[src/fan_duty_pkg.sv]
// Constants, types and register map.
package fan_duty_pkg;

    // Register offsets
    localparam logic [7:0] ADDR_PARITY_TEST = 8'h00;
    localparam logic [7:0] ADDR_BUS_SCRATCH = 8'h01;
    localparam logic [7:0] ADDR_SENSE_MODE = 8'h05;
    localparam logic [7:0] ADDR_CPU1_B_TEMP = 8'h06;
    localparam logic [7:0] ADDR_CPU2_B_TEMP = 8'h07;
    localparam logic [7:0] ADDR_CPU1_B_FILT = 8'h08;
    localparam logic [7:0] ADDR_CPU2_B_FILT = 8'h09;
    localparam logic [7:0] ADDR_OUT1_DUTY = 8'h0A;
    localparam logic [7:0] ADDR_OUT2_DUTY = 8'h0B;
    localparam logic [7:0] ADDR_OUT1_OVR_LOW = 8'h0C;
    localparam logic [7:0] ADDR_OUT1_OVR_HIGH = 8'h0D;
    localparam logic [7:0] ADDR_OUT2_OVR_LOW = 8'h0E;
    localparam logic [7:0] ADDR_OUT2_OVR_HIGH = 8'h0F;
    localparam logic [7:0] ADDR_CPU1_A_EXT_LOW = 8'h10;
    localparam logic [7:0] ADDR_CPU1_A_EXT_HIGH = 8'h11;
    localparam logic [7:0] ADDR_CPU1_B_EXT_LOW = 8'h12;
    localparam logic [7:0] ADDR_CPU1_B_EXT_HIGH = 8'h13;
    localparam logic [7:0] ADDR_CPU2_A_EXT_LOW = 8'h14;

    // Reset values and field positions
    localparam logic [7:0] REG_RESET = 8'h00;
    localparam int PARITY_ENABLE_POS = 0;
    localparam int TRANSISTOR_MODE_POS = 0;

    // Duty step encoding
    localparam logic [3:0] STEP_ZERO = 4'h0;
    localparam logic [3:0] STEP_FULL = 4'hD;
    localparam logic [3:0] STEP_OFFSET = 4'h3;
    localparam logic [7:0] DUTY_ZERO = 8'h00;
    localparam logic [7:0] DUTY_FULL = 8'hFF;

    // Timing
    localparam int CLK_HZ = 125_000_000;
    localparam int TICK_TIME_MS = 1;
    localparam int TICK_CYCLES = CLK_HZ / 1000 * TICK_TIME_MS;

    // Default bus address, arbitrary value
    localparam logic [6:0] BUS_ADDR_DEFAULT = 7'h2C;

    typedef enum logic [3:0] {
        BUS_IDLE = 4'h0,
        BUS_ADDR = 4'h1,
        BUS_ACK_ADDR = 4'h2,
        BUS_CMD = 4'h3,
        BUS_ACK_CMD = 4'h4,
        BUS_WDATA = 4'h5,
        BUS_ACK_WDATA = 4'h6,
        BUS_RDATA = 4'h7,
        BUS_RACK = 4'h8
    } bus_state_t;

    // Pins folded into the board test tree
    typedef struct packed {
        logic [13:0] cpu_voltage_id_input;
        logic [7:0] gpio;
        logic [1:0] fan_drive_output;
        logic [1:0] processor_hot_signal;
        logic [1:0] regulator_hot_input;
        logic [1:0] general_input_pin;
        logic reset_pin;
    } tree_pins_t;

    typedef struct packed {
        logic [7:0] cpu1_diode_b_temp;
        logic [7:0] cpu2_diode_b_temp;
        logic [7:0] cpu1_diode_b_filtered_temp;
        logic [7:0] cpu2_diode_b_filtered_temp;
        logic [15:0] cpu1_diode_a_ext_temp;
        logic [15:0] cpu1_diode_b_ext_temp;
        logic [7:0] cpu2_diode_a_ext_temp_low;
    } temps_t;

    typedef struct packed {
        logic [1:0] cpu1_binding;
        logic [1:0] cpu2_binding;
        logic [7:0] ramp_interval_ms;
        logic [3:0] spin_step;
        logic [7:0] spin_time_ms;
        logic [1:0] override_en;
    } fan_cfg_t;

    typedef struct packed {
        logic done;
        logic [1:0] over_limit;
    } hot_meas_t;

    typedef struct packed {
        logic full_speed;
        logic [1:0][3:0] regulator_ramp_step;
        logic [1:0][3:0] auto_step;
    } fan_req_t;

endpackage : fan_duty_pkg

[src/fan_duty_arbiter.sv]
// Fan duty arbitration and its registers.
//
// What this block does
// - Hot measurement over limit steps bound duty up
// - New measurement under limit starts stepping down
// - Each processor-hot input has its own binding
// - Doubly bound output takes larger ramp request
// - Manual override takes duty from software value
// - Higher-priority requests may still exceed override
// - Final duty zero to nonzero triggers spin-up unless overridden
// - Spin-up requests programmed duty for programmed time
// - Test enable bit enters parity tree mode
// - Tree output is XOR of listed inputs
// - Bus data and clock pins stay out
// - Reserved registers read zero; unused bits keep written value
// - Undefined-default registers also reset to zero
// - Access types read-only and read/write
// - Each output duty readable as eight bits
// - Override value split into low and high bytes
// - Extended temperature low byte at lower address
// - Sense mode register selects diode or transistor
// - Final duty is maximum of active categories
// - Ramp steps once per programmed interval
// - Duty steps use shared four-bit encoding
`timescale 1ns/1ps
module fan_duty_arbiter
    import fan_duty_pkg::*;
#(
    parameter int TICK_CYCLES_P = TICK_CYCLES
) (
    input wire logic clk_i,
    input wire logic nrst_i,
    input wire logic [6:0] bus_addr_i,
    input wire logic scl_i,
    input wire logic sda_i,
    output logic sda_o,
    output logic sda_oe_o,
    input wire fan_cfg_t cfg_i,
    input wire hot_meas_t cpu1_hot_input,
    input wire hot_meas_t cpu2_hot_input,
    input wire fan_req_t req_i,
    input wire temps_t temps_i,
    input wire tree_pins_t tree_pins_i,
    output logic [1:0][7:0] fan_duty_o,
    output logic transistor_mode_o,
    output logic parity_test_mode_o,
    output logic parity_tree_o
);
    typedef struct packed {
        tree_pins_t pins_s1;
        tree_pins_t pins_s2;
        logic tree_out;
        logic [7:0] parity_test_control;
        logic [7:0] bus_scratch_test;
        logic [7:0] sense_mode_select;
        logic [1:0][15:0] override_val;
        logic [1:0][7:0] duty;
        logic [1:0] hot_now;
        logic [1:0][1:0] ramp_on;
        logic [1:0][1:0][3:0] ramp_step;
        logic [16:0] tick_cnt;
        logic [7:0] interval_cnt;
        logic [1:0] base_nonzero;
        logic [1:0] spin_on;
        logic [1:0][7:0] spin_cnt;
    } arb_reg_t;

    arb_reg_t r;
    arb_reg_t next_r;
    logic [7:0] rd_addr;
    logic [7:0] rd_data;
    logic bus_wr;
    logic [7:0] bus_wr_addr;
    logic [7:0] bus_wr_data;

    mgmt_bus_slave u_bus (
        .clk_i(clk_i),
        .nrst_i(nrst_i),
        .dev_addr_i(bus_addr_i),
        .scl_i(scl_i),
        .sda_i(sda_i),
        .sda_o(sda_o),
        .sda_oe_o(sda_oe_o),
        .rd_addr_o(rd_addr),
        .rd_data_i(rd_data),
        .wr_o(bus_wr),
        .wr_addr_o(bus_wr_addr),
        .wr_data_o(bus_wr_data)
    );

    function automatic logic [7:0] step_to_duty(input logic [3:0] s);
        if (s == STEP_ZERO) begin
            return DUTY_ZERO;
        end else if (s >= STEP_FULL) begin
            return DUTY_FULL;
        end else begin
            return {4'(s + STEP_OFFSET), 4'h0};
        end
    endfunction : step_to_duty

    // Rounds up so a memorized step never undercuts its source
    function automatic logic [3:0] duty_to_step(input logic [7:0] d);
        logic [4:0] q;
        q = 5'((9'(d) + 9'd15) >> 4);
        if (d == DUTY_ZERO) begin
            return STEP_ZERO;
        end else if (d == DUTY_FULL || q > 5'd16) begin
            return STEP_FULL;
        end else if (q <= 5'(STEP_OFFSET) + 5'd1) begin
            return 4'h1;
        end else begin
            return 4'(q - 5'(STEP_OFFSET));
        end
    endfunction : duty_to_step

    function automatic logic [7:0] max8(input logic [7:0] a, input logic [7:0] b);
        return (a > b) ? a : b;
    endfunction : max8

    logic tick;
    logic step_tick;
    logic [1:0][1:0] bound;
    logic [1:0][7:0] proc8;
    logic [1:0][7:0] others8;
    logic [1:0][7:0] base8;
    logic [1:0][7:0] spin8;
    logic [1:0][7:0] ovr8;

    assign tick = (r.tick_cnt == 17'(TICK_CYCLES_P - 1));
    assign step_tick = tick && (r.interval_cnt + 8'h01 >= cfg_i.ramp_interval_ms);

    assign bound[0] = cfg_i.cpu1_binding;
    assign bound[1] = cfg_i.cpu2_binding;

    genvar ch;
    generate
        for (ch = 0; ch < 2; ch++) begin : g_chan
            logic [7:0] r0;
            logic [7:0] r1;
            logic [7:0] reg8;
            logic [7:0] lower8;
            assign r0 = (r.ramp_on[ch][0] && bound[0][ch]) ?
                        step_to_duty(r.ramp_step[ch][0]) : DUTY_ZERO;
            assign r1 = (r.ramp_on[ch][1] && bound[1][ch]) ?
                        step_to_duty(r.ramp_step[ch][1]) : DUTY_ZERO;
            assign proc8[ch] = max8(r0, r1);
            assign reg8 = max8(step_to_duty(req_i.regulator_ramp_step[0]),
                               step_to_duty(req_i.regulator_ramp_step[1]));
            assign ovr8[ch] = r.override_val[ch][15:8];
            assign lower8 = cfg_i.override_en[ch] ? ovr8[ch] :
                            step_to_duty(req_i.auto_step[ch]);
            assign spin8[ch] = (r.spin_on[ch] && !cfg_i.override_en[ch]) ?
                               step_to_duty(cfg_i.spin_step) : DUTY_ZERO;
            // upper categories still raise the override
            assign base8[ch] = max8(req_i.full_speed ? DUTY_FULL : DUTY_ZERO,
                                    max8(reg8, max8(proc8[ch], lower8)));
            assign others8[ch] = max8(req_i.full_speed ? DUTY_FULL : DUTY_ZERO,
                                      max8(reg8, max8(lower8, spin8[ch])));
        end
    endgenerate

    always_comb begin
        next_r = r;
        next_r.pins_s1 = tree_pins_i;
        next_r.pins_s2 = r.pins_s1;

        next_r.tree_out = r.parity_test_control[PARITY_ENABLE_POS] & (^r.pins_s2);

        next_r.tick_cnt = tick ? 17'h0_0000 : r.tick_cnt + 17'h0_0001;
        if (step_tick) begin
            next_r.interval_cnt = 8'h00;
        end else if (tick) begin
            next_r.interval_cnt = r.interval_cnt + 8'h01;
        end

        // over-limit state only follows a new measurement
        if (cpu1_hot_input.done) begin
            next_r.hot_now[0] = cpu1_hot_input.over_limit[0];
        end
        if (cpu2_hot_input.done) begin
            next_r.hot_now[1] = cpu2_hot_input.over_limit[1];
        end

        for (int c = 0; c < 2; c++) begin
            for (int h = 0; h < 2; h++) begin
                if (!r.ramp_on[c][h]) begin
                    // enable from memorized request plus one step
                    if (r.hot_now[h] && bound[h][c]) begin
                        next_r.ramp_on[c][h] = 1'b1;
                        next_r.ramp_step[c][h] = (duty_to_step(others8[c]) >= STEP_FULL) ?
                            STEP_FULL : duty_to_step(others8[c]) + 4'h1;
                    end
                end else if (!bound[h][c]) begin
                    next_r.ramp_on[c][h] = 1'b0;
                end else if (!r.hot_now[h] &&
                             step_to_duty(r.ramp_step[c][h]) < others8[c]) begin
                    next_r.ramp_on[c][h] = 1'b0;
                end else if (step_tick) begin
                    if (r.hot_now[h] && r.ramp_step[c][h] < STEP_FULL) begin
                        next_r.ramp_step[c][h] = r.ramp_step[c][h] + 4'h1;
                    end else if (!r.hot_now[h] && r.ramp_step[c][h] > STEP_ZERO) begin
                        next_r.ramp_step[c][h] = r.ramp_step[c][h] - 4'h1;
                    end
                end
            end

            next_r.base_nonzero[c] = (base8[c] != DUTY_ZERO);
            if (!r.base_nonzero[c] && base8[c] != DUTY_ZERO && !cfg_i.override_en[c]) begin
                next_r.spin_on[c] = 1'b1;
                next_r.spin_cnt[c] = 8'h00;
            end else if (r.spin_on[c] && tick) begin
                if (r.spin_cnt[c] + 8'h01 >= cfg_i.spin_time_ms) begin
                    next_r.spin_on[c] = 1'b0;
                end
                next_r.spin_cnt[c] = r.spin_cnt[c] + 8'h01;
            end

            // final is maximum of active requests
            next_r.duty[c] = max8(base8[c], spin8[c]);
        end

        // writable registers; read-only ones ignore writes
        if (bus_wr) begin
            unique case (bus_wr_addr)
                ADDR_PARITY_TEST: next_r.parity_test_control = bus_wr_data;
                ADDR_BUS_SCRATCH: next_r.bus_scratch_test = bus_wr_data;
                ADDR_SENSE_MODE: next_r.sense_mode_select = bus_wr_data;
                ADDR_OUT1_OVR_LOW: next_r.override_val[0][7:0] = bus_wr_data;
                ADDR_OUT1_OVR_HIGH: next_r.override_val[0][15:8] = bus_wr_data;
                ADDR_OUT2_OVR_LOW: next_r.override_val[1][7:0] = bus_wr_data;
                ADDR_OUT2_OVR_HIGH: next_r.override_val[1][15:8] = bus_wr_data;
                default: next_r.bus_scratch_test = r.bus_scratch_test;
            endcase
        end
    end

    always_comb begin
        unique case (rd_addr)
            ADDR_PARITY_TEST: rd_data = r.parity_test_control;
            ADDR_BUS_SCRATCH: rd_data = r.bus_scratch_test;
            ADDR_SENSE_MODE: rd_data = r.sense_mode_select;
            ADDR_CPU1_B_TEMP: rd_data = temps_i.cpu1_diode_b_temp;
            ADDR_CPU2_B_TEMP: rd_data = temps_i.cpu2_diode_b_temp;
            ADDR_CPU1_B_FILT: rd_data = temps_i.cpu1_diode_b_filtered_temp;
            ADDR_CPU2_B_FILT: rd_data = temps_i.cpu2_diode_b_filtered_temp;
            ADDR_OUT1_DUTY: rd_data = r.duty[0];
            ADDR_OUT2_DUTY: rd_data = r.duty[1];
            ADDR_OUT1_OVR_LOW: rd_data = r.override_val[0][7:0];
            ADDR_OUT1_OVR_HIGH: rd_data = r.override_val[0][15:8];
            ADDR_OUT2_OVR_LOW: rd_data = r.override_val[1][7:0];
            ADDR_OUT2_OVR_HIGH: rd_data = r.override_val[1][15:8];
            ADDR_CPU1_A_EXT_LOW: rd_data = temps_i.cpu1_diode_a_ext_temp[7:0];
            ADDR_CPU1_A_EXT_HIGH: rd_data = temps_i.cpu1_diode_a_ext_temp[15:8];
            ADDR_CPU1_B_EXT_LOW: rd_data = temps_i.cpu1_diode_b_ext_temp[7:0];
            ADDR_CPU1_B_EXT_HIGH: rd_data = temps_i.cpu1_diode_b_ext_temp[15:8];
            ADDR_CPU2_A_EXT_LOW: rd_data = temps_i.cpu2_diode_a_ext_temp_low;
            default: rd_data = REG_RESET;
        endcase
    end

    // all registers still get a defined reset here
    always_ff @(posedge clk_i or negedge nrst_i) begin
        if (!nrst_i) begin
            r <= '0;
        end else begin
            r <= next_r;
        end
    end

    assign fan_duty_o = r.duty;
    assign transistor_mode_o = r.sense_mode_select[TRANSISTOR_MODE_POS];
    assign parity_test_mode_o = r.parity_test_control[PARITY_ENABLE_POS];
    assign parity_tree_o = r.tree_out;

endmodule : fan_duty_arbiter

[src/mgmt_bus_slave.sv]
// Two-wire management bus slave with byte register pointer.
`timescale 1ns/1ps
module mgmt_bus_slave
    import fan_duty_pkg::*;
(
    input wire logic clk_i,
    input wire logic nrst_i,
    input wire logic [6:0] dev_addr_i,
    input wire logic scl_i,
    input wire logic sda_i,
    output logic sda_o,
    output logic sda_oe_o,
    output logic [7:0] rd_addr_o,
    input wire logic [7:0] rd_data_i,
    output logic wr_o,
    output logic [7:0] wr_addr_o,
    output logic [7:0] wr_data_o
);
    typedef struct packed {
        logic [1:0] scl_s;
        logic [1:0] sda_s;
        logic scl_d;
        logic sda_d;
        bus_state_t st;
        logic [7:0] sh;
        logic [3:0] cnt;
        logic rw;
        logic nack;
        logic [7:0] ptr;
        logic oe;
        logic wr;
        logic [7:0] wdata;
    } bus_reg_t;

    bus_reg_t r;
    bus_reg_t next_r;
    logic scl;
    logic sda;
    logic rise;
    logic fall;

    assign scl = r.scl_s[1];
    assign sda = r.sda_s[1];
    assign rise = scl & ~r.scl_d;
    assign fall = ~scl & r.scl_d;

    always_comb begin
        next_r = r;
        next_r.scl_s = {r.scl_s[0], scl_i};
        next_r.sda_s = {r.sda_s[0], sda_i};
        next_r.scl_d = scl;
        next_r.sda_d = sda;
        next_r.wr = 1'b0;
        if (scl && r.scl_d && r.sda_d && !sda) begin
            // Start or repeated start; the pointer survives a repeat
            next_r.st = BUS_ADDR;
            next_r.cnt = 4'h0;
            next_r.oe = 1'b0;
        end else if (scl && r.scl_d && !r.sda_d && sda) begin
            next_r.st = BUS_IDLE;
            next_r.oe = 1'b0;
        end else if (rise) begin
            if (r.st == BUS_ADDR || r.st == BUS_CMD || r.st == BUS_WDATA) begin
                next_r.sh = {r.sh[6:0], sda};
                next_r.cnt = r.cnt + 4'h1;
            end else if (r.st == BUS_RACK) begin
                next_r.nack = sda;
                next_r.ptr = r.ptr + 8'h01;
            end
        end else if (fall) begin
            unique case (r.st)
                BUS_IDLE: begin
                    next_r.oe = 1'b0;
                end
                BUS_ADDR: begin
                    if (r.cnt == 4'h8) begin
                        if (r.sh[7:1] == dev_addr_i) begin
                            next_r.oe = 1'b1;
                            next_r.rw = r.sh[0];
                            next_r.st = BUS_ACK_ADDR;
                        end else begin
                            next_r.st = BUS_IDLE;
                        end
                    end
                end
                BUS_CMD: begin
                    if (r.cnt == 4'h8) begin
                        next_r.ptr = r.sh;
                        next_r.oe = 1'b1;
                        next_r.st = BUS_ACK_CMD;
                    end
                end
                BUS_WDATA: begin
                    if (r.cnt == 4'h8) begin
                        next_r.wr = 1'b1;
                        next_r.wdata = r.sh;
                        next_r.oe = 1'b1;
                        next_r.st = BUS_ACK_WDATA;
                    end
                end
                BUS_ACK_CMD, BUS_ACK_WDATA: begin
                    if (r.st == BUS_ACK_WDATA) begin
                        next_r.ptr = r.ptr + 8'h01;
                    end
                    next_r.oe = 1'b0;
                    next_r.cnt = 4'h0;
                    next_r.st = BUS_WDATA;
                end
                BUS_ACK_ADDR, BUS_RACK: begin
                    if (r.st == BUS_ACK_ADDR && !r.rw) begin
                        next_r.oe = 1'b0;
                        next_r.cnt = 4'h0;
                        next_r.st = BUS_CMD;
                    end else if (r.st == BUS_RACK && r.nack) begin
                        next_r.oe = 1'b0;
                        next_r.st = BUS_IDLE;
                    end else begin
                        next_r.oe = ~rd_data_i[7];
                        next_r.sh = {rd_data_i[6:0], 1'b0};
                        next_r.cnt = 4'h1;
                        next_r.st = BUS_RDATA;
                    end
                end
                BUS_RDATA: begin
                    if (r.cnt == 4'h8) begin
                        next_r.oe = 1'b0;
                        next_r.st = BUS_RACK;
                    end else begin
                        next_r.oe = ~r.sh[7];
                        next_r.sh = {r.sh[6:0], 1'b0};
                        next_r.cnt = r.cnt + 4'h1;
                    end
                end
                default: begin
                    next_r.st = BUS_IDLE;
                    next_r.oe = 1'b0;
                end
            endcase
        end
    end

    always_ff @(posedge clk_i or negedge nrst_i) begin
        if (!nrst_i) begin
            r <= '{scl_s: 2'b11, sda_s: 2'b11, scl_d: 1'b1, sda_d: 1'b1, st: BUS_IDLE,
                   default: '0};
        end else begin
            r <= next_r;
        end
    end

    assign sda_o = 1'b0;
    assign sda_oe_o = r.oe;
    assign rd_addr_o = r.ptr;
    assign wr_o = r.wr;
    assign wr_addr_o = r.ptr;
    assign wr_data_o = r.wdata;

endmodule : mgmt_bus_slave

[config.mk]
export PLATFORM = sky130hd
export DESIGN_NAME = fan_duty_arbiter
export DESIGN_NICKNAME = d
export VERILOG_FILES = /design/src/fan_duty_pkg.sv /design/src/fan_duty_arbiter.sv /design/src/mgmt_bus_slave.sv
export SDC_FILE = /design/constraint.sdc
export NUM_CORES = 1
export LEC_CHECK = 0
export ABC_CLOCK_PERIOD_IN_PS = 12600
export BUFFER_PORTS_ARGS = -buffer_cell sky130_fd_sc_hd__buf_2
export CORE_MARGIN = 2
export CORE_UTILIZATION = 60
export CTS_CLUSTER_DIAMETER = 120
export DETAILED_ROUTE_END_ITERATION = 10
export HOLD_SLACK_MARGIN = 0.15
export PLACE_DENSITY = 0.91
export SLEW_MARGIN = 0
export SYNTH_ARGS = -nofsm -noshare
export SYNTH_HDL_FRONTEND = slang
export SYNTH_SLANG_ARGS = --single-unit
[constraint.sdc]
create_clock -name clk_i -period 12.6 [get_ports clk_i]
set_input_delay 1.89 -clock clk_i [delete_from_list [all_inputs] [get_ports clk_i]]
set_output_delay 1.89 -clock clk_i [all_outputs]
set_load 0.01 [all_outputs]
# Word-level counts from Yosys, hierarchy flattened

Index checks and enable logic that the tools add are counted.

Word-level logic and storage cells: 486
Register bits after elaboration: 244
Bits of input ports: 163
Output and inout port bits: 21

Mux-type cells: 175
Magnitude comparators: 49
Add/sub/neg operators: 31
Reductions and logical operators: 103
Bitwise gates (word level): 11
Equality and inequality tests: 65

Operators with widths:

| operator              | count |
|---|---|
| $mux W8               | 61 |
| $mux W4               | 56 |
| $pmux W8 S18          | 1 |
| $gt A8 B8 Y1          | 17 |
| $eq A8 B4 Y1 const B  | 8 |
| $mux W9               | 6 |
| $ge A4 B4 Y1 const B  | 13 |
| $mux W12              | 4 |
| $eq A8 B5 Y1 const B  | 5 |
| $logic_not A4 Y1      | 10 |
| $add A4 B1 Y4 const B | 9 |
| $add A4 B2 Y4 const B | 9 |
| $logic_and A1 B1 Y1   | 36 |
| $mux W1               | 34 |
| $mux W17              | 2 |
| $add A8 B1 Y8 const B | 4 |
| $lt A8 B8 Y1          | 4 |
| $pmux W8 S2           | 2 |
| $reduce_xor A31 Y1    | 1 |
| $pmux W4 S7           | 1 |
| $reduce_and A5 Y1     | 5 |
| $eq A8 B3 Y1 const B  | 3 |
| $ge A8 B8 Y1          | 3 |
| $logic_not A8 Y1      | 3 |
| 44 further kinds      | 137 |

# Longest topological paths before layout

Gate-level depths: netlist of run 1.

Depth in word-level cells: 21
Gate-level depth with buffers: 57
Depth with buffers taken out: 54

# Modules after synthesis

Synthesis of run 1 repeated with hierarchy kept, for this count alone.

Cells, all modules: 2,377
Area, all modules: 20,852.5 µm²

Modules (own cells, without submodules):

| module           | instances | sequential area each (µm²) | area an instance (µm²) | cells an instance |
|---|---|---|---|---|
| fan_duty_arbiter | 1         | 5,054.8                    | 18,074.8               | 2,086 |
| mgmt_bus_slave   | 1         | 1,058.5                    | 2,777.7                | 291 |

# Worst setup path before layout of run 1

OpenSTA, ideal clock, no wires.

Kind: input to register
Start: input port cfg_i[22] (netlist bit)
End: register r, in the netlist fan_duty_o[0]
Path buffers: 4
Library setup time: 0.077 ns
Data required time: 12.523 ns
Path slack: 2.067 ns
Arrival time: 10.455 ns
Stages: 51
Path through: nand2_1 -> a221oi_1 -> inv_1 -> ha_1 -> and4_1 -> a21oi_1 -> o31a_1 -> buf_2 -> mux2i_1 -> inv_1 -> ha_1 -> nor2b_1 -> o21ai_0 -> a21oi_1 -> a211oi_1 -> o21ai_0 -> a311oi_2 -> or2_1 -> [15 not listed] -> and3_1 -> a21boi_0 -> o31a_1 -> a221o_1 -> a21bo_2 -> buf_2 -> a21oi_1 -> ha_1 -> nor2b_1 -> o21a_1 -> o21ai_0 -> nand2b_1 -> a21oi_1 -> nor2_1 -> a211oi_1 -> a21oi_1 -> mux2_2 -> a21oi_1

RTL lines:

| what                 | RTL line                | text |
|---|---|---|
| start, declared      | fan_duty_arbiter.sv:38  | `input wire fan_cfg_t cfg_i,` |
| end signal, assigned | fan_duty_arbiter.sv:266 | `r <= next_r;` |
| end, declared        | fan_duty_arbiter.sv:68  | `arb_reg_t r;` |

==> results.json, run 1 <==
{
  "status": "complete, no violations",
  "crit_arrival_ns": 12.14,
  "hpwl_mm": 42.5,
  "cap_viol_max_count": 0,
  "syn_area_mm2": 0.0201,
  "drc": 0,
  "grt_pass1_wl_mm": 91.7,
  "slew_viol_final": 0,
  "rsz0062_at_grt": "false",
  "cts_htree_levels": 1,
  "grtUsageTotal_pct": 31.5,
  "leakagePower_nw": 10.4,
  "ys_seq_elements": 244,
  "nFillCells": 2510,
  "cp-end-kind": "flop",
  "clockBufferDepth": 3,
  "grt_antenna_before_repair": 6,
  "clkPwrFrac_pct": 15.7,
  "worst_slew_pin_slew_ns": 1.34,
  "overflow": 0,
  "firstDrtPassIters": 7,
  "ant_nets": 0,
  "async_reset_ff_share_pct": 100,
  "setup_viol": 0,
  "drive_above_1_share_pct": 16.5,
  "vias": 18500,
  "yosysUniqueCellTypes": 111,
  "grt_pass1_vias": 18300,
  "period_share_pct": 93.0,
  "synthFlopType": "dfrtp_1",
  "cp-start-kind": "input port",
  "num_rows": 67,
  "p_per_area_mw_per_mm2": 235,
  "io_buffers": 180,
  "cts_tree": "built",
  "p_switching_mw": 2.47,
  "clock-root-buffer": "clkbuf_16",
  "syn_nets": 2629,
  "yosysSeqAreaShare_pct": 30.4,
  "critPathMaxStageDelay_ns": 0.58,
  "routedWlPerCell_um": 19.7,
  "cts-buffers-inserted": 27,
  "finClkSkew_ns": 0.0185,
  "clkSinkCount": 244,
  "coreArea_mm2": 0.0333,
  "pin_count": 184,
  "rr_startpoint": "r[49]",
  "start_util_pct": 60.4,
  "synthCells": 2257,
  "clk-insertion-delay-late_ns": 0.56,
  "pwr-share-seq_pct": 20.1,
  "switching_share_pct": 47.4,
  "combPwrFrac_pct": 64.3,
  "cp_slowest_cell": "mux2i_1",
  "crit_fanout": 9,
  "die_h_um": 187,
  "drt_iter0_markers": 1898,
  "yosysWarnings": 0,
  "hold_viol": 0,
  "worst_hold_slack_ns": 0.344,
  "routed_wl_mm": 56.4,
  "hp-class": "flop to flop",
  "ctsHoldBuffers": 0,
  "dieArea_mm2": 0.0350,
  "die_w_um": 187,
  "crit_required_ns": 13.03,
  "max_freq_mhz": 85.3,
  "crit_start": "cfg_i[23]",
  "rrSetupSlack_ns": 1.32,
  "nNetsFinal": 2761,
  "crit_type": "input port to flop",
  "internal_power_mw": 2.74,
  "area_delta_synth_final_pct": 10.3,
  "grt_start_max_net_pins": 115,
  "viasPerCell": 6.47,
  "syn_avg_cell_area_um2": 8.91,
  "synth_edf_count": 0,
  "peakVddDrop_mv": 0.157,
  "place_congestion": 1.02,
  "hold_start": "next_r[150]",
  "fin_tns_setup_ns": 0,
  "path_clk_slew_ns": 0.06,
  "fin_crit_ns": 11.72,
  "slew_headroom_pct": 10.1
}
==> kinds of logic (layout without fill, tap and decap cells) <==
logic type      Yosys count  in the layout  share of synthesized area, %
xor+xnor                105            105                          4.57
mux                     132            132                          7.25
other cells               1              4                        0.0186
fa+ha+maj               212            212                          13.3
flops                   244            244                          30.4
simple gates            721            721                          17.8
buf+inv                 213            366                          4.48
compound gates          629            629                          22.2
==> worst max-delay path, delay by kind of cell <==
| family | cells | cell delay (ns) |
|---|---|---|
| compound gates | 21 | 4.71 |
| mux | 2 | 0.97 |
| simple gates | 15 | 2.47 |
| buf+inv | 4 | 0.40 |
| fa+ha+maj | 5 | 1.67 |
==> routing by layer <==
metal	part of all wire (%)	wire length (µm)	vias to the layer above	global-route usage, %
met5	0.062	35	-	0
met4	4.1	2330	6	12.7
met3	8.2	4620	188	4.73
met2	49	27400	972	55.5
met1	39	21900	8839	38.7
li1	-	-	8502	-
==> worst paths after layout <==
check                                 endpoint  cells past startpoint
worst max-delay path            fan_duty_o[12]                     47
worst min-delay path                    r[150]                      0
worst max register to register   fan_duty_o[0]                     50
worst min register to register          r[150]                      0
max in group asynchronous                r[49]                      3
min in group asynchronous               r[140]                      1
==> placed cells by master (no fill, tap or decap), drive strengths merged, types with 18 or more instances in the layout <==
master | synthesis | layout
a21oi | 145 | 145
nand3 | 83 | 83
mux2i | 38 | 38
nor2 | 185 | 185
nand2b | 53 | 53
dfrtp | 238 | 238
nand2 | 174 | 174
xnor2 | 64 | 64
mux2 | 94 | 94
o31ai | 20 | 20
buf | 35 | 191
and2 | 37 | 37
inv | 123 | 125
o21ai | 121 | 121
clkbuf | 53 | 36
o211ai | 21 | 21
and3 | 29 | 29
xor2 | 41 | 41
nor3 | 32 | 32
ha | 205 | 205
a31oi | 30 | 30
a22oi | 61 | 61
nor2b | 45 | 45
a21o | 54 | 54
nand4 | 18 | 18
==> power groups by stage <==
stage | Clock, mW | Combinational, mW | Sequential [mW]
after detailed placement | 0 | 3.22 | 1.05
after global routing | 0.858 | 3.72 | 1.06
after CTS | 0.826 | 3.26 | 1.04
after floorplan | 0 | 2.60 | 0.977
after global placement | 0 | 3.02 | 1.04
final | 0.816 | 3.35 | 1.04
==> layout make-up <==
type,count,area [µm²],share of cell area [%]
multi-input cells,1800,13100,59.1
clock buffers,36,759,3.42
repair buffers,191,993,4.48
well taps,448,561,2.53
diodes,3,7.51,0.0338
flip-flops and latches,244,6110,27.6
clock inverters,14,174,0.784
inverters,125,469,2.11
==> cells in the mapped netlist, types with 6 or more instances <==
cell      instances  area share [%]
dfrtp_1         238              30
ha_1            205              13
nor2_1          183             3.4
nand2_1         173             3.2
a21oi_1         142             3.5
inv_1           119             2.2
o21ai_0         111             2.8
mux2_2           86             4.8
nand3_1          82             2.0
xnor2_1          64             2.8
a22oi_1          58             2.2
a21o_1           54             2.0
clkbuf_1         53            0.99
nand2b_1         53             1.6
nor2b_1          45             1.4
xor2_1           41             1.8
mux2i_1          37             1.8
and2_1           35             1.1
nor3_1           32            0.80
a31oi_1          30            0.93
and3_1           29            0.90
buf_4            20            0.75
nand4_1          18            0.56
o211ai_1         18            0.67
o31ai_1          16            0.60
a222oi_1         14            0.70
o22ai_1          14            0.44
o21a_1           13            0.49
a211oi_1         12            0.45
o31a_1           12            0.52
a22o_1           11            0.48
nor4_1           11            0.34
o21ai_1          10            0.25
buf_2             9            0.22
and4_1            8            0.35
a21boi_0          7            0.26
nor3b_1           7            0.26
o21bai_1          7            0.26
or3_1             7            0.22
a221oi_1          6            0.26
dfstp_2           6            0.78
nand3b_1          6            0.22
o41ai_1           6            0.26
==> flip-flops by register name, summed over array words and instances (netlist names) <==
name,cells
r,136
next_r,31
u_bus.r,20
u_bus.next_r,4
ovr8,16
transistor_mode_o,1
u_bus.wr_o,1
u_bus.rd_addr_o,8
fan_duty_o,16
u_bus.sda_oe_o,1
parity_test_mode_o,1
u_bus.wr_data_o,8
parity_tree_o,1
==> through the flow <==
step | cells | power, mW | setup slack, ns | utilization (%) | cell area, µm²
6_report | 2861 | 5.21 | 0.882 | 66.7 | 22200
5_1_grt | 2860 | 5.63 | 0.0962 | 66.7 | 22200
4_1_cts | 2857 | 5.13 | 0.918 | 66.6 | 22200
3_5_place_dp | 2807 | 4.27 | 0.434 | 63.8 | 21200
3_3_place_gp | 2807 | 4.06 | 0.969 | 63.8 | 21200
2_1_floorplan | 2257 | 3.57 | 2.07 | - | 20100
==> what timing repair did <==
item,in CTS,in global routing
resized for setup,0,1
setup endpoints to repair,0,8
setup buffers,0,1
No activity file was read; power rests on OpenSTA's default activity.
==> run 2, diff against run 1 <==
--- a/config.mk
+++ b/config.mk
@@ -7,12 +7,14 @@
 export LEC_CHECK = 0
 export ABC_CLOCK_PERIOD_IN_PS = 12600
 export BUFFER_PORTS_ARGS = -buffer_cell sky130_fd_sc_hd__buf_2
+export CELL_PAD_IN_SITES_DETAIL_PLACEMENT = 1
+export CELL_PAD_IN_SITES_GLOBAL_PLACEMENT = 1
 export CORE_MARGIN = 2
-export CORE_UTILIZATION = 60
+export CORE_UTILIZATION = 47
 export CTS_CLUSTER_DIAMETER = 120
 export DETAILED_ROUTE_END_ITERATION = 10
 export HOLD_SLACK_MARGIN = 0.15
-export PLACE_DENSITY = 0.91
+export PLACE_DENSITY = 0.93
 export SLEW_MARGIN = 0
 export SYNTH_ARGS = -nofsm -noshare
 export SYNTH_HDL_FRONTEND = slang
==> results.json, run 2 (synthesis gave the netlist of run 1 again) <==
{
  "status": "complete, no violations",
  "nFillCells": 4879,
  "crit_type": "input port to flop",
  "routed_wl_mm": 67.1,
  "layout_commonest_cell": "dfrtp_1",
  "leakagePower_nw": 10.5,
  "viasPerCell": 6.35,
  "grtUsageTotal_pct": 29.5,
  "grt_start_max_net_pins": 110,
  "area_delta_synth_final_pct": 11.6,
  "firstDrtPassIters": 5,
  "finClkSkew_ns": 0.0434,
  "place_area_mm2": 0.0214,
  "r2r-end": "fan_duty_o[10]",
  "routedWlPerCell_um": 22.7,
  "drt_iter0_markers": 1433,
  "crit_top_cell": "o21ai_0",
  "clockBufferDepth": 3,
  "min_path_cells": 0,
  "drc": 0,
  "top_register": "r",
  "pin_count": 184,
  "met3_length_mm": 3.34,
  "totalPowerFinal_mw": 5.46,
  "cp_slowest_cell": "a31oi_1",
  "fin_crit_ns": 12.02,
  "hold_viol": 0,
  "io_buffers": 180,
  "hold_start": "next_r[161]",
  "start_util_pct": 47.7,
  "crit_arrival_ns": 12.51,
  "met1Wirelength_mm": 26.9,
  "clock-root-buffer": "clkbuf_16",
  "path_clk_slew_ns": 0.06,
  "stdcell_area_mm2": 0.0224,
  "grt_pass1_wl_mm": 106,
  "critPathMaxStageDelay_ns": 0.45,
  "clk-insertion-delay-late_ns": 0.60,
  "slew_headroom_pct": 33.4,
  "place_congestion": 0.977,
  "vias": 18800,
  "critPathBufInv": 4,
  "reg2reg_depth": 49,
  "die_w_um": 211,
  "hp-class": "flop to flop",
  "nNetsFinal": 2766,
  "cts-buffers-inserted": 28,
  "max_freq_mhz": 83.2,
  "worst_slew_pin_slew_ns": 0.998,
  "cp-end-kind": "flop",
  "cpLargestDelayFamily": "compound AO/OA/AOI/OAI gates",
  "overflow": 0,
  "clkSinkCount": 244,
  "cap_viol_max_count": 0,
  "wl_met2_mm": 33.8,
  "largest_reg_flops": 136,
  "dp.cells": 2900,
  "setup_viol": 0,
  "die_h_um": 211,
  "ant_nets": 0,
  "period_share_pct": 95.4,
  "rr_startpoint": "r[53]",
  "drive_above_1_share_pct": 16.8,
  "cp-start-kind": "input port",
  "final_cells": 2955,
  "num_rows": 75,
  "coreArea_mm2": 0.0421,
  "dieArea_mm2": 0.0445,
  "top_layer_used": "met5",
  "crit_fanout": 9,
  "crit_required_ns": 13.09,
  "p_per_area_mw_per_mm2": 243,
  "whs_endpoint": "r[161]",
  "slew_viol_final": 0,
  "final_cell_mix": "dfrtp_1 (238), ha_1 (205), nor2_1 (182)",
  "cts_tree": "built",
  "peakVddDrop_mv": 0.108,
  "hpwl_mm": 50.8,
  "rrSetupSlack_ns": 0.99,
  "cts_htree_levels": 1,
  "grt_pass1_vias": 20100,
  "grt_antenna_before_repair": 5
}
## run 2: cell types whose count changed in the layout (fill, tap and decap cells not counted), moves of 2 or more
cell	change
bufinv_16	+2
clkbuf_1	-3
buf_4	+4
clkinv_2	-2
clkinvlp_4	-2
clkbuf_8	+3
## run 2: power breakdown
| group | internal (mW) | switching (mW) | total (mW) | leakage [nW] |
|---|---|---|---|---|
| Combinational | 1.38 | 2.12 | 3.51 | 6.91 |
| Sequential | 0.892 | 0.156 | 1.05 | 3.08 |
| Clock | 0.557 | 0.350 | 0.907 | 0.502 |
| Total | 2.83 | 2.63 | 5.46 | 10.5 |
## run 2: layout make-up
| type | count | area, µm² | share of cell area, % |
|---|---|---|---|
| Tap cell | 539 | 674 | 3.00 |
| Sequential cell | 244 | 6110 | 27.2 |
| Clock inverter | 12 | 219 | 0.975 |
| Multi-Input combinational cell | 1800 | 13100 | 58.5 |
| Inverter | 125 | 469 | 2.09 |
| Timing Repair Buffer | 195 | 1020 | 4.56 |
| Clock buffer | 37 | 815 | 3.63 |
| Antenna cell | 3 | 7.51 | 0.0334 |
## run 2: worst register-to-register path, delay by kind of cell, from the launching register on
family,cells,cell delay [ns]
simple gates,15,2.77
fa+ha+maj,6,1.97
flops,1,0.52
compound gates,23,5.41
mux,1,0.44
buf+inv,4,0.40
## run 2: metal layers
metal,GRT usage (%),vias to the layer above
met1,34.8,9353
li1,-,8505
met2,53.5,693
met5,0,-
met4,13.6,4
met3,3.37,203
## run 2: worst max path at each step
stage,slack (ns),from,cells past startpoint,end
2_1_floorplan,2.07,cfg_i[22],51,fan_duty_o[0]
3_3_place_gp,0.76,cfg_i[23],48,fan_duty_o[12]
3_5_place_dp,-0.03,cfg_i[23],49,fan_duty_o[10]
4_1_cts,0.42,cfg_i[23],49,fan_duty_o[10]
5_1_grt,-0.05,cfg_i[23],48,fan_duty_o[10]
6_report,0.58,cfg_i[23],48,fan_duty_o[10]
## run 2: what timing repair did
item,in CTS,in global routing
hold endpoints to repair,0,0
resized for setup,0,4
endpoints found under the setup margin,0,12
hold buffers,0,0
buffers inserted,0,3
## run 2: stage by stage
stage	hold slack [ns]	setup slack, ns	setup TNS (ns)	util [%]
after floorplan	0.331	2.07	0	-
after detailed placement	0.336	-0.0261	-0.0373	50.7
after global placement	0.332	0.757	0	50.7
after CTS	0.350	0.425	0	53.2
final	0.346	0.580	0	53.3
after global routing	0.354	-0.0473	-0.104	53.3
==> run 3, diff against run 2 <==
--- a/config.mk
+++ b/config.mk
@@ -5,12 +5,13 @@
 export SDC_FILE = /design/constraint.sdc
 export NUM_CORES = 1
 export LEC_CHECK = 0
+export ABC_AREA = 1
 export ABC_CLOCK_PERIOD_IN_PS = 12600
 export BUFFER_PORTS_ARGS = -buffer_cell sky130_fd_sc_hd__buf_2
 export CELL_PAD_IN_SITES_DETAIL_PLACEMENT = 1
 export CELL_PAD_IN_SITES_GLOBAL_PLACEMENT = 1
 export CORE_MARGIN = 2
-export CORE_UTILIZATION = 47
+export CORE_UTILIZATION = 45
 export CTS_CLUSTER_DIAMETER = 120
 export DETAILED_ROUTE_END_ITERATION = 10
 export HOLD_SLACK_MARGIN = 0.15
==> results.json, run 3 <==
{
  "grt_start_max_net_pins": 109,
  "syn_area_mm2": 0.0194,
  "num_rows": 75,
  "cts_setup_buffers": 0,
  "overflow": 0,
  "synth.area.top_cells": "dfrtp_1 (31%), ha_1 (13%), nand2_1 (13%)",
  "cts_tree": "built",
  "largest_reg_flops": 136,
  "firstDrtPassIters": 7,
  "cp-end-kind": "flop",
  "grt_antenna_before_repair": 7,
  "synthFlopType": "dfrtp_1",
  "io_buffers": 180,
  "synth-xor-area-share_pct": 3.08,
  "status": "complete, no violations",
  "syn_avg_cell_area_um2": 7.35,
  "hp-class": "flop to flop",
  "ys_seq_elements": 244,
  "finClkSkew_ns": 0.0480,
  "clock-root-buffer": "clkbuf_16",
  "cp_slowest_cell": "o21ai_0",
  "rrSetupSlack_ns": 2.84,
  "fin_crit_ns": 10.12,
  "crit_fanout": 13,
  "hpwl_mm": 51.4,
  "place_congestion": 0.929,
  "drc": 0,
  "path_clk_slew_ns": 0.06,
  "syn_nets": 3005,
  "viasPerCell": 5.76,
  "layout_commonest_cell": "nand2_1",
  "async_reset_ff_share_pct": 100,
  "ant_nets": 0,
  "max_freq_mhz": 98.8,
  "vias": 19400,
  "synth_compound_area_share_pct": 14.9,
  "slew_viol_final": 0,
  "final_cell_mix": "nand2_1 (653), inv_1 (359), dfrtp_1 (238)",
  "hold_viol": 0,
  "synthMuxAreaShare_pct": 0.427,
  "cts-buffers-inserted": 28,
  "synth_edf_count": 0,
  "yosys.cell_count.top_type": "nand2_1",
  "cap_viol_max_count": 0,
  "critPathMaxStageDelay_ns": 0.95,
  "hold_start": "next_r[168]",
  "synthSimpleGateAreaFrac_pct": 27.3,
  "die_h_um": 211,
  "drt_iter0_markers": 1259,
  "reg2reg_depth": 48,
  "ctsHoldBuffers": 0,
  "pin_count": 184,
  "r2r-end": "fan_duty_o[0]",
  "cp-start-kind": "input port",
  "crit_arrival_ns": 10.54,
  "crit_required_ns": 13.02,
  "whs_endpoint": "r[168]",
  "clk-insertion-delay-late_ns": 0.60,
  "yosysWarnings": 0,
  "routedWlPerCell_um": 20.3,
  "crit_top_cell": "nand2_1",
  "area_delta_synth_final_pct": 12.6,
  "rr_startpoint": "r[49]",
  "clockBufferDepth": 3,
  "grt_pass1_wl_mm": 109,
  "routed_wl_mm": 68.6,
  "slew_headroom_pct": 10.5,
  "grtUsageTotal_pct": 30.6,
  "clkSinkCount": 244,
  "drive_above_1_share_pct": 14.8,
  "yosysSeqAreaShare_pct": 31.6,
  "critPathBufInv": 5,
  "top_register": "r",
  "crit_type": "input port to flop",
  "worst_slew_pin_slew_ns": 1.33,
  "grt_pass1_vias": 21100,
  "ctsResizeCount": 0,
  "nNetsFinal": 3183,
  "die_w_um": 211,
  "rsz0062_at_grt": "false",
  "cts_htree_levels": 1,
  "synth_top_family_by_area": "simple AND/OR/NAND/NOR gates",
  "synth_top_area_share_pct": 30.8,
  "dieArea_mm2": 0.0447,
  "min_path_cells": 0,
  "cpLargestDelayFamily": "simple AND/OR/NAND/NOR gates",
  "coreArea_mm2": 0.0422,
  "yosysUniqueCellTypes": 72,
  "fin_tns_setup_ns": 0,
  "yosys-top-cells-count": "nand2_1 (653), inv_1 (359), dfrtp_1 (238)",
  "start_util_pct": 45.8,
  "period_share_pct": 80.3,
  "synthAdderAreaFrac_pct": 13.7,
  "synthCells": 2633,
  "synth_area_leader_cell": "dfrtp_1",
  "setup_viol": 0
}
## run 3: changes by cell type in the layout (fill, tap and decap cells not counted), sizes merged, moves of 53 or more
cell	delta
a21o	-53
inv	+267
mux2	-92
nand2	+548
nand2b	-53
o21ai	+110
nand3	+57
## run 3: worst max-delay path by stage
stage / cells past startpoint / start / end
after floorplan: 45 / cfg_i[24] / fan_duty_o[1]
after detailed placement: 37 / req_i[12] / r[56]
after CTS: 45 / cfg_i[24] / fan_duty_o[0]
final: 45 / cfg_i[24] / fan_duty_o[0]
after global routing: 45 / cfg_i[24] / fan_duty_o[2]
after global placement: 43 / req_i[13] / r[55]
## run 3: logic make-up (layout without fill, tap and decap cells)
logic type      count (synthesis)  in the layout
compound gates                501            501
xor+xnor                       68             68
fa+ha+maj                     209            209
buf+inv                       438            638
flops                         244            244
mux                             8              8
other cells                     1              7
simple gates                 1164           1164
## run 3: stage by stage
stage / worst slack (ns) / util, % / area [µm²] / std cells / hold slack (ns)
after floorplan: 4.41 / - / 19400 / 2633 / 0.331
after global placement: 3.11 / 49.2 / 20800 / 3320 / 0.333
after detailed placement: 2.58 / 49.2 / 20800 / 3320 / 0.336
after CTS: 2.71 / 51.6 / 21800 / 3372 / 0.348
after global routing: 1.74 / 51.6 / 21800 / 3377 / 0.356
final: 2.48 / 51.6 / 21800 / 3378 / 0.350
## run 3: layout make-up
cell class | count | area [µm²]
flip-flops and latches | 244 | 6110
clock buffers | 34 | 763
diodes | 6 | 15.0
inverters | 395 | 1500
well taps | 539 | 674
fillers | 5410 | 20400
multi-input cells | 1951 | 11500
clock inverters | 18 | 224
repair buffers | 191 | 993
## run 3: per-layer routing
layer	track usage [%]	share of wire, %
met1	33.9	39
met2	56.0	50
met3	4.44	5.3
met4	17.4	5.7
met5	0	0.034
Power of run 3 is not shown: default switching activity piles up to over one toggle a cycle in this logic, so the estimate is an artifact.
